--- config.mk ---
export PLATFORM = sky130hd
export DESIGN_NAME = kbc_host_mailbox
export DESIGN_NICKNAME = d
export VERILOG_FILES = /design/src/kbc_pkg.sv /design/src/kbc_host_if.sv /design/src/kbc_host_decode.sv /design/src/kbc_host_mailbox.sv
export VERILOG_INCLUDE_DIRS = /design/src
export SDC_FILE = /design/constraint.sdc
export NUM_CORES = 1
export LEC_CHECK = 0
export ABC_AREA = 1
export BUFFER_PORTS_ARGS = -buffer_cell sky130_fd_sc_hd__buf_2
export CAP_MARGIN = 5
export CORE_UTILIZATION = 30
export DETAILED_ROUTE_END_ITERATION = 8
export PLACE_DENSITY = 0.6
export SLEW_MARGIN = 20
export SYNTH_ARGS = -nofsm -noshare
export SYNTH_HDL_FRONTEND = slang
export SYNTH_SLANG_ARGS = --single-unit
export TNS_END_PERCENT = 5
--- constraint.sdc ---
create_clock -name core_clk -period 1.1 [get_ports core_clk]
set_input_delay 0.22 -clock core_clk [delete_from_list [all_inputs] [get_ports core_clk]]
set_output_delay 0.22 -clock core_clk [all_outputs]
set_load 0.02 [all_outputs]
--- src/kbc_defines.svh ---
`ifndef KBC_DEFINES_SVH
`define KBC_DEFINES_SVH
`define KBC_DATA_ADDR      16'h0060
`define KBC_CTRL_ADDR      16'h0064
`define KBC_OBF_BIT        0
`define KBC_IBF_BIT        1
`define KBC_CD_BIT         3
`define KBC_ADDR_CD_BIT    2
`define KBC_STATUS_RESET   8'h00
`define KBC_BYTE_RESET     8'h00
`define KBC_UD_MASK        8'hF4
`endif

--- src/kbc_pkg.sv ---
package kbc_pkg;
   typedef logic [7:0]  byte_t;
   typedef logic [15:0] ioaddr_t;
   typedef enum logic [1:0] {
      HOST_IDLE   = 2'b00,
      HOST_ACTIVE = 2'b01
   } host_phase_t;
endpackage : kbc_pkg

--- src/kbc_host_if.sv ---
interface kbc_host_if;
   import kbc_pkg::*;
   logic  wrData;
   logic  wrCmd;
   logic  rdData;
   byte_t wrByte;
   modport decoder (output wrData, output wrCmd, output rdData, output wrByte);
   modport core    (input wrData, input wrCmd, input rdData, input wrByte);
endinterface : kbc_host_if

--- src/kbc_host_decode.sv ---
`include "kbc_defines.svh"
module kbc_host_decode (
   // clock and reset
   input  wire logic           core_clk,
   input  wire logic           rst_n,
   // isa strobes
   input  wire kbc_pkg::ioaddr_t hostAddr,
   input  wire logic           ioRead_n,
   input  wire logic           ioWrite_n,
   input  wire kbc_pkg::byte_t hostDataIn,
   // decoded events
   kbc_host_if.decoder         evt
);
   import kbc_pkg::*;
   logic wrPrev_r;
   logic rdPrev_r;
   logic isData;
   logic isCtrl;

   assign isData = (hostAddr == `KBC_DATA_ADDR);
   assign isCtrl = (hostAddr == `KBC_CTRL_ADDR);

   // one event per strobe, taken on its falling edge
   always_ff @(posedge core_clk) begin
      if (!rst_n) begin
         wrPrev_r <= 1'b1;
         rdPrev_r <= 1'b1;
      end else begin
         wrPrev_r <= ioWrite_n;
         rdPrev_r <= ioRead_n;
      end
   end

   assign evt.wrData = wrPrev_r && !ioWrite_n && ioRead_n && isData;
   assign evt.wrCmd  = wrPrev_r && !ioWrite_n && ioRead_n && isCtrl;
   assign evt.rdData = rdPrev_r && !ioRead_n && ioWrite_n && isData;
   assign evt.wrByte = hostDataIn;
endmodule : kbc_host_decode

--- src/kbc_host_mailbox.sv ---
// Summary of operation
// data write loads input, clears cmd flag
// command write loads input, sets cmd flag
// data read returns output; gated clears flags
// ungated: firmware clears interrupt flags itself
// control read returns status, no side effects
// three separate eight bit registers
// cpu buffer write sets output full
// host write copies address bit two
// gated keyboard irq follows output full
// keyboard irq low after reset
// ungated keyboard irq follows port bit
// gated aux irq is inverted input full
// ungated aux irq follows port bit
// port bit drives gate a20
// cpu input read clears input full
// status cleared to zero by reset
// user status bits written by cpu
// write while full overwrites, stays full
`include "kbc_defines.svh"
module kbc_host_mailbox (
   // clock and reset
   input  wire logic             core_clk,
   input  wire logic             rst_n,
   // isa host side
   input  wire kbc_pkg::ioaddr_t hostAddr,
   input  wire logic             ioRead_n,
   input  wire logic             ioWrite_n,
   input  wire kbc_pkg::byte_t   hostDataIn,
   output logic     [7:0]        hostDataOut,
   // embedded cpu side
   input  wire logic             cpuBufWrite,
   input  wire kbc_pkg::byte_t   cpuBufWrData,
   input  wire logic             cpuBufRead,
   output logic     [7:0]        cpuBufRdData,
   input  wire logic             cpuStatusWrite,
   input  wire kbc_pkg::byte_t   cpuStatusWrData,
   output logic     [7:0]        cpuStatusRdData,
   input  wire logic             enFlags,
   input  wire logic             portWrite,
   input  wire logic             kbdIrqPortBit,
   input  wire logic             auxIrqPortBit,
   input  wire logic             a20PortBit,
   input  wire logic             auxFullClear,
   // outputs
   output logic                  keyboardHostIrq,
   output logic                  auxHostIrq,
   output logic                  gateA20,
   output logic                  auxOutputFull
);
   import kbc_pkg::*;

   kbc_host_if evt ();

   kbc_host_decode u_decode (
      .core_clk   (core_clk),
      .rst_n      (rst_n),
      .hostAddr   (hostAddr),
      .ioRead_n   (ioRead_n),
      .ioWrite_n  (ioWrite_n),
      .hostDataIn (hostDataIn),
      .evt        (evt)
   );

   byte_t inReg_r;
   byte_t outReg_r;
   byte_t status_r;
   byte_t status_nxt;
   logic  flagsOn_r;
   logic  kbdBit_r;
   logic  auxBit_r;
   logic  kbdIrq_nxt;
   logic  auxIrq_nxt;
   logic  hostWr;
   logic  hostRdCtrl;

   assign hostWr     = evt.wrData || evt.wrCmd;
   assign hostRdCtrl = !ioRead_n && ioWrite_n && (hostAddr == `KBC_CTRL_ADDR);

   // input register; a write while full simply overwrites
   always_ff @(posedge core_clk) begin
      if (!rst_n) begin
         inReg_r <= `KBC_BYTE_RESET;
      end else if (hostWr) begin
         inReg_r <= evt.wrByte;
      end
   end

   always_ff @(posedge core_clk) begin
      if (!rst_n) begin
         outReg_r <= `KBC_BYTE_RESET;
      end else if (cpuBufWrite) begin
         outReg_r <= cpuBufWrData;
      end
   end

   // port bits latched from firmware writes; gating mode follows enFlags every cycle
   always_ff @(posedge core_clk) begin
      if (!rst_n) begin
         flagsOn_r <= 1'b0;
         kbdBit_r  <= 1'b0;
         auxBit_r  <= 1'b0;
         gateA20   <= 1'b0;
      end else begin
         flagsOn_r <= enFlags;
         if (portWrite) begin
            kbdBit_r <= kbdIrqPortBit;
            auxBit_r <= auxIrqPortBit;
            gateA20  <= a20PortBit;
         end
      end
   end

   // status: sets from hardware events win over clears
   always_comb begin
      status_nxt = status_r;
      if (cpuStatusWrite) begin
         status_nxt = (status_r & ~`KBC_UD_MASK) | (cpuStatusWrData & `KBC_UD_MASK);
      end
      if (evt.rdData && flagsOn_r) begin
         status_nxt[`KBC_OBF_BIT] = 1'b0;
      end
      if (cpuBufRead) begin
         status_nxt[`KBC_IBF_BIT] = 1'b0;
      end
      if (cpuBufWrite) begin
         status_nxt[`KBC_OBF_BIT] = 1'b1;
      end
      if (hostWr) begin
         status_nxt[`KBC_IBF_BIT] = 1'b1;
         status_nxt[`KBC_CD_BIT]  = hostAddr[`KBC_ADDR_CD_BIT];
      end
   end

   always_ff @(posedge core_clk) begin
      if (!rst_n) begin
         status_r <= `KBC_STATUS_RESET;
      end else begin
         status_r <= status_nxt;
      end
   end

   // gated irq outputs computed from next status so they stay registered; ungated ones follow the latched port bits
   always_comb begin
      if (flagsOn_r) begin
         kbdIrq_nxt = kbdBit_r && status_nxt[`KBC_OBF_BIT];
         auxIrq_nxt = auxBit_r && !status_nxt[`KBC_IBF_BIT];
      end else begin
         kbdIrq_nxt = kbdBit_r;
         auxIrq_nxt = auxBit_r;
      end
   end

   always_ff @(posedge core_clk) begin
      if (!rst_n) begin
         keyboardHostIrq <= 1'b0;
         auxHostIrq      <= 1'b0;
      end else begin
         keyboardHostIrq <= kbdIrq_nxt;
         auxHostIrq      <= auxIrq_nxt;
      end
   end

   // aux full flag: firmware clears it when ungated
   always_ff @(posedge core_clk) begin
      if (!rst_n) begin
         auxOutputFull <= 1'b0;
      end else if (cpuBufWrite) begin
         auxOutputFull <= 1'b1;
      end else if (auxFullClear || (flagsOn_r && evt.rdData)) begin
         auxOutputFull <= 1'b0;
      end
   end

   // host read data; status read has no side effect
   always_ff @(posedge core_clk) begin
      if (!rst_n) begin
         hostDataOut <= `KBC_BYTE_RESET;
      end else if (hostRdCtrl) begin
         hostDataOut <= status_r;
      end else begin
         hostDataOut <= outReg_r;
      end
   end

   always_ff @(posedge core_clk) begin
      if (!rst_n) begin
         cpuBufRdData    <= `KBC_BYTE_RESET;
         cpuStatusRdData <= `KBC_BYTE_RESET;
      end else begin
         cpuBufRdData    <= inReg_r;
         cpuStatusRdData <= status_nxt;
      end
   end
endmodule : kbc_host_mailbox

* Word-level counts from Yosys, hierarchy flattened *
Cells that the tools add are included.

storage, ports and cells
  bits in registers = 49
  logic and storage cells = 49

cells by class
  equality and inequality tests = 2
  multiplexer cells = 11
  bitwise logic cells = 1
  reduce and logical (&&, ||, !) cells = 19

operators by type and width
  operator                                              count
  equality test 16 x 7 -> 1 bit, second input constant  2
  logical AND 1 bit                                     12
  2-to-1 mux 1 bit                                      9
  2-to-1 mux 8 bit                                      1
  bitwise OR 4 x 8 -> 8 bit                             1
  2-to-1 mux 4 bit                                      1
  nonzero test 2 bit                                    2
  zero test 1 bit                                       3
  logical OR 1 bit                                      2

* Longest topological paths before layout *
  word-level depth = 9
  depth in mapped cells = 10

* Hierarchy *
A second synthesis with hierarchy kept.

unflattened totals
  cell total of the unflattened synthesis = 276
  area, all modules = 2016.9 µm²

modules (own cells, without submodules)
  module            times used  cells each  area an instance (µm²)  sequential area each (µm²)
  kbc_host_mailbox  1           236         1795.5                  940.9
  kbc_host_decode   1           40          221.5                   40.0

* Worst setup path before layout *
Ideal clock, no wire load.

  path type = input -> register
  start point = input hostAddr[15]
  end point = register inReg_r[5]
  setup time = 115 ps
  arrival = 1030 ps
  required time = 985 ps
  setup slack = -45 ps
  stages = 9
  path buffers = 1
  path through = nor2_1 nand2_1 nor2_4 nand2_1 nand2_4 buf_12 nand3_1 nand2_1 nor2_1

between the ends
  longest elaborated chain between the ends = 3
  elaborated cells on any way between the ends = 5
  classes of those cells = 2 x eq/ne; 3 x reduce/logical

RTL lines
  item                                            line                                          text
  start: declaration                              kbc_host_mailbox.sv:26                        input wire kbc_pkg::ioaddr_t hostAddr,
  equality test 16 x 7 -> 1 bit (no source line)  -
  logical AND 1 bit, on equally long branches     kbc_host_decode.sv:34, kbc_host_decode.sv:35
  logical OR 1 bit *                              kbc_host_mailbox.sv:77                        assign hostWr = evt.wrData || evt.wrCmd;
  end signal: assignment                          kbc_host_mailbox.sv:83                        inReg_r <= `KBC_BYTE_RESET;
  end signal: assignment                          kbc_host_mailbox.sv:85                        inReg_r <= evt.wrByte;
  end: declaration                                kbc_host_mailbox.sv:65                        byte_t inReg_r;

Every way passes the cells marked *; elsewhere a longest branch is shown, timed or not.
A chain may end at the register's enable or synchronous reset.

* Worst setup path in the final report *
  start point = register cpuStatusRdData[2]
  end point = output cpuStatusRdData[2]

RTL lines
  item                      line                     text
  start: declaration        kbc_host_mailbox.sv:38   output logic [7:0] cpuStatusRdData,
  start signal: assignment  kbc_host_mailbox.sv:189  cpuStatusRdData <= `KBC_BYTE_RESET;
  start signal: assignment  kbc_host_mailbox.sv:192  cpuStatusRdData <= status_nxt;

No word-level cell between the ends.

==> key figures <==
Floorplanning
  • Initial Util: 0.315
  • Io pins: 81
  • Chip height: 81.4 um
  • Die ar.: 0.00662 mm^2
  • FP Rows: 28
  • Die X: 81.4 um
  • Core footprint: 0.00599 mm^2

Clock tree
  • Clock Tree Buf Depth: 2
  • Clk_lat worst skew: 0.30 ns
  • Sink Count: 49
  • Depth of the CTS H-tree: 2
  • Post-CTS setup buffers: 0
  • CTS tree: built
  • Root Driver: clkbuf_8
  • Clock-pin slew on the worst setup and hold paths: 0.10 ns
  • CTS buffer count: 5

Setup path
  • Crit-path slowest cell: dfxtp_1
  • Worst reg2reg endpoint: auxHostIrq
  • R2r worst-path depth: 5
  • Crit path from: cpuStatusRdData[2]
  • CP Launch Type: register
  • CP top delay family: flip-flops
  • Worst Setup EP: cpuStatusRdData[2]
  • CP Max Fanout: 3
  • FF-to-FF Start: u_decode.wrPrev_r
  • Crit. End Element: primary output
  • CP Cell Sequence: buf_2
  • Largest stage delay, worst path: 0.37 ns
  • WP buf/inv: 1
  • R2R Setup Slk: 0.08 ns
  • Critical path class: reg -> out
  • Critical path depth: 1
  • Critical path arrival: 0.85 ns
  • WP data required: 0.88 ns

Logic synthesis
  • #FFs+latches synth: 49
  • Synthesized Nets: 307
  • Mapped Cells: 254
  • Count of cell types in the netlist: 17
  • Ys Warns: 0
  • Mapped Avg Cell Area: 7.44 um^2
  • Post-synthesis sequential area ratio: 0.519
  • Netlist Area Pre-Place: 0.00189 mm^2

Global route
  • First-pass GRT wire length: 6200 um
  • Initial antenna violation count: 0
  • Congestion Overflow GR: 0
  • GRT Util Overall: 0.122
  • Vias in the first global route: 1477
  • Largest net degree at the start of global routing: 48

Detailed routing
  • Final antenna-violating net count: 0
  • Via density: 4.27
  • Number of detailed-route iterations in the first pass: 4
  • DR vias: 1746
  • Drt drc: 0
  • Wire length per cell: 9.62 um
  • Initial DRC Count: 36
  • DRT Wirelength: 3940 um

Timing
  • Final hold violations: 0
  • Max-slew violation count: 0
  • Minimum clock period: 1.07 ns
  • Final setup margin: 0.0333 ns
  • Skew final: 0.00304 ns
  • Worst slew pin tran: 0.275 ns
  • Setup_tns: 0 ns
  • Fmax: 0.937 GHz
  • Final setup fails: 0
  • Slew HR: 0.816
  • Tcrit/Tclk final: 0.970
  • RSZ-0062 raised after global routing: yes

Final layout
  • Area growth from synthesis to layout: 33.2%
  • Multi-input logic area: 742 um^2
  • Fillers: 673
  • ANT cells: 0
  • Most common cell after layout, fill and taps aside: buf_2
  • Most frequent cells in the layout: buf_2, nand2_1, dfxtp_1
  • Register Area: 983 um^2
  • # nets final: 386
  • Share of layout cells above drive strength 1: 0.320

Min path
  • Worst Hold Launch: enFlags
  • Hold WC Path Type: in -> reg

Power
  • Peak VDD IR: 0.555 mV
  • Leak: 1.37 nW
  • PwrDens: 1330 mW/mm^2

Run
  • Maxcap violations: 0

Placement
  • Placement Setup Slack: -0.256 ns
  • GPL Wtd Cong: 0.702
  • Port Buf Inserts: 77
  • Post-detail-place hpwl: 2870 um

Run status
  • Status: completed
[synthesized netlist by cell type]
master    number  area [um^2]
a21oi_1       20          100
buf_12         1         20.0
buf_2          1         5.00
buf_6          1         11.3
clkbuf_1       5         18.8
clkbuf_8       1         13.8
clkinv_1       1         3.75
dfxtp_1       49          981
inv_1         37          139
nand2_1       52          195
nand2_4        1         11.3
nand3_1       15         75.1
nand4_4        1         21.3
nor2_1        49          184
nor2_2         3         18.8
nor2_4         1         11.3
o21ai_0       16         80.1
[repair_timing]
action                     CTS  global route
hold buffers                 0             0
setup endpoints to repair    0             7
gates resized for setup      0             5
[metal layers]
metal,vias to the layer above,GRT usage,wire length (um)
met4,0,0.0482,50
li1,930,-,-
met2,41,0.206,1850
met3,6,0.0427,238
met5,-,0,0
met1,769,0.140,1790
[layout make-up]
type	instances	share of cell area
clock buffer	5	0.0273
clock inverter	3	0.0104
inverter	38	0.0567
sequential	49	0.391
tap	75	0.0373
multi-input combinational	158	0.295
timing repair buffer	81	0.183
[logic make-up (layout without fill, tap and decap cells)]
kind of cell           after synthesis  after routing  synth area share
buffers and inverters               47            127             0.112
AOI/OAI and AO/OA                   36             36            0.0954
DFF                                 49             49             0.519
and+or+nand+nor                    122            122             0.274
[per-stage QoR]
| step | power, mW | instance area (um^2) | hold slack [ns] | util | std cells |
|---|---|---|---|---|---|
| after floorplan | 2.11 | 1930 | 0.317 | - | 254 |
| after global placement | 2.29 | 2410 | 0.410 | 0.403 | 401 |
| after detailed placement | 2.30 | 2410 | 0.410 | 0.403 | 401 |
| after CTS | 3.41 | 2510 | 0.0917 | 0.419 | 409 |
| after global routing | 3.55 | 2520 | 0.124 | 0.420 | 409 |
| final | 3.36 | 2520 | 0.104 | 0.420 | 409 |
[worst register-to-register path: cells and delay by family (launching register included)]
kind	cells	cell delay, ns
and+or+nand+nor	4	0.52
DFF	1	0.32
AOI/OAI and AO/OA	1	0.07
[where the power goes]
part           total, mW  internal (mW)  switching [mW]
clock               1.10          0.463           0.635
combinational      0.388          0.170           0.218
sequential          1.87           1.84          0.0272
[state kept, by name (all words and copies together), names as in the netlist, 8 cells and up]
register         count
cpuBufRdData         8
outReg_r             8
inReg_r              8
hostDataOut          8
cpuStatusRdData      8
[worst min-delay path by stage]
stage / end / slack (ns) / cells past startpoint
after CTS: flagsOn_r / 0.09 / 3
final: flagsOn_r / 0.10 / 3
after detailed placement: flagsOn_r / 0.41 / 3
after global placement: flagsOn_r / 0.41 / 3
after global routing: u_decode.wrPrev_r / 0.12 / 3
after floorplan: u_decode.wrPrev_r / 0.32 / 2
Power figures use the tool's default switching activity.
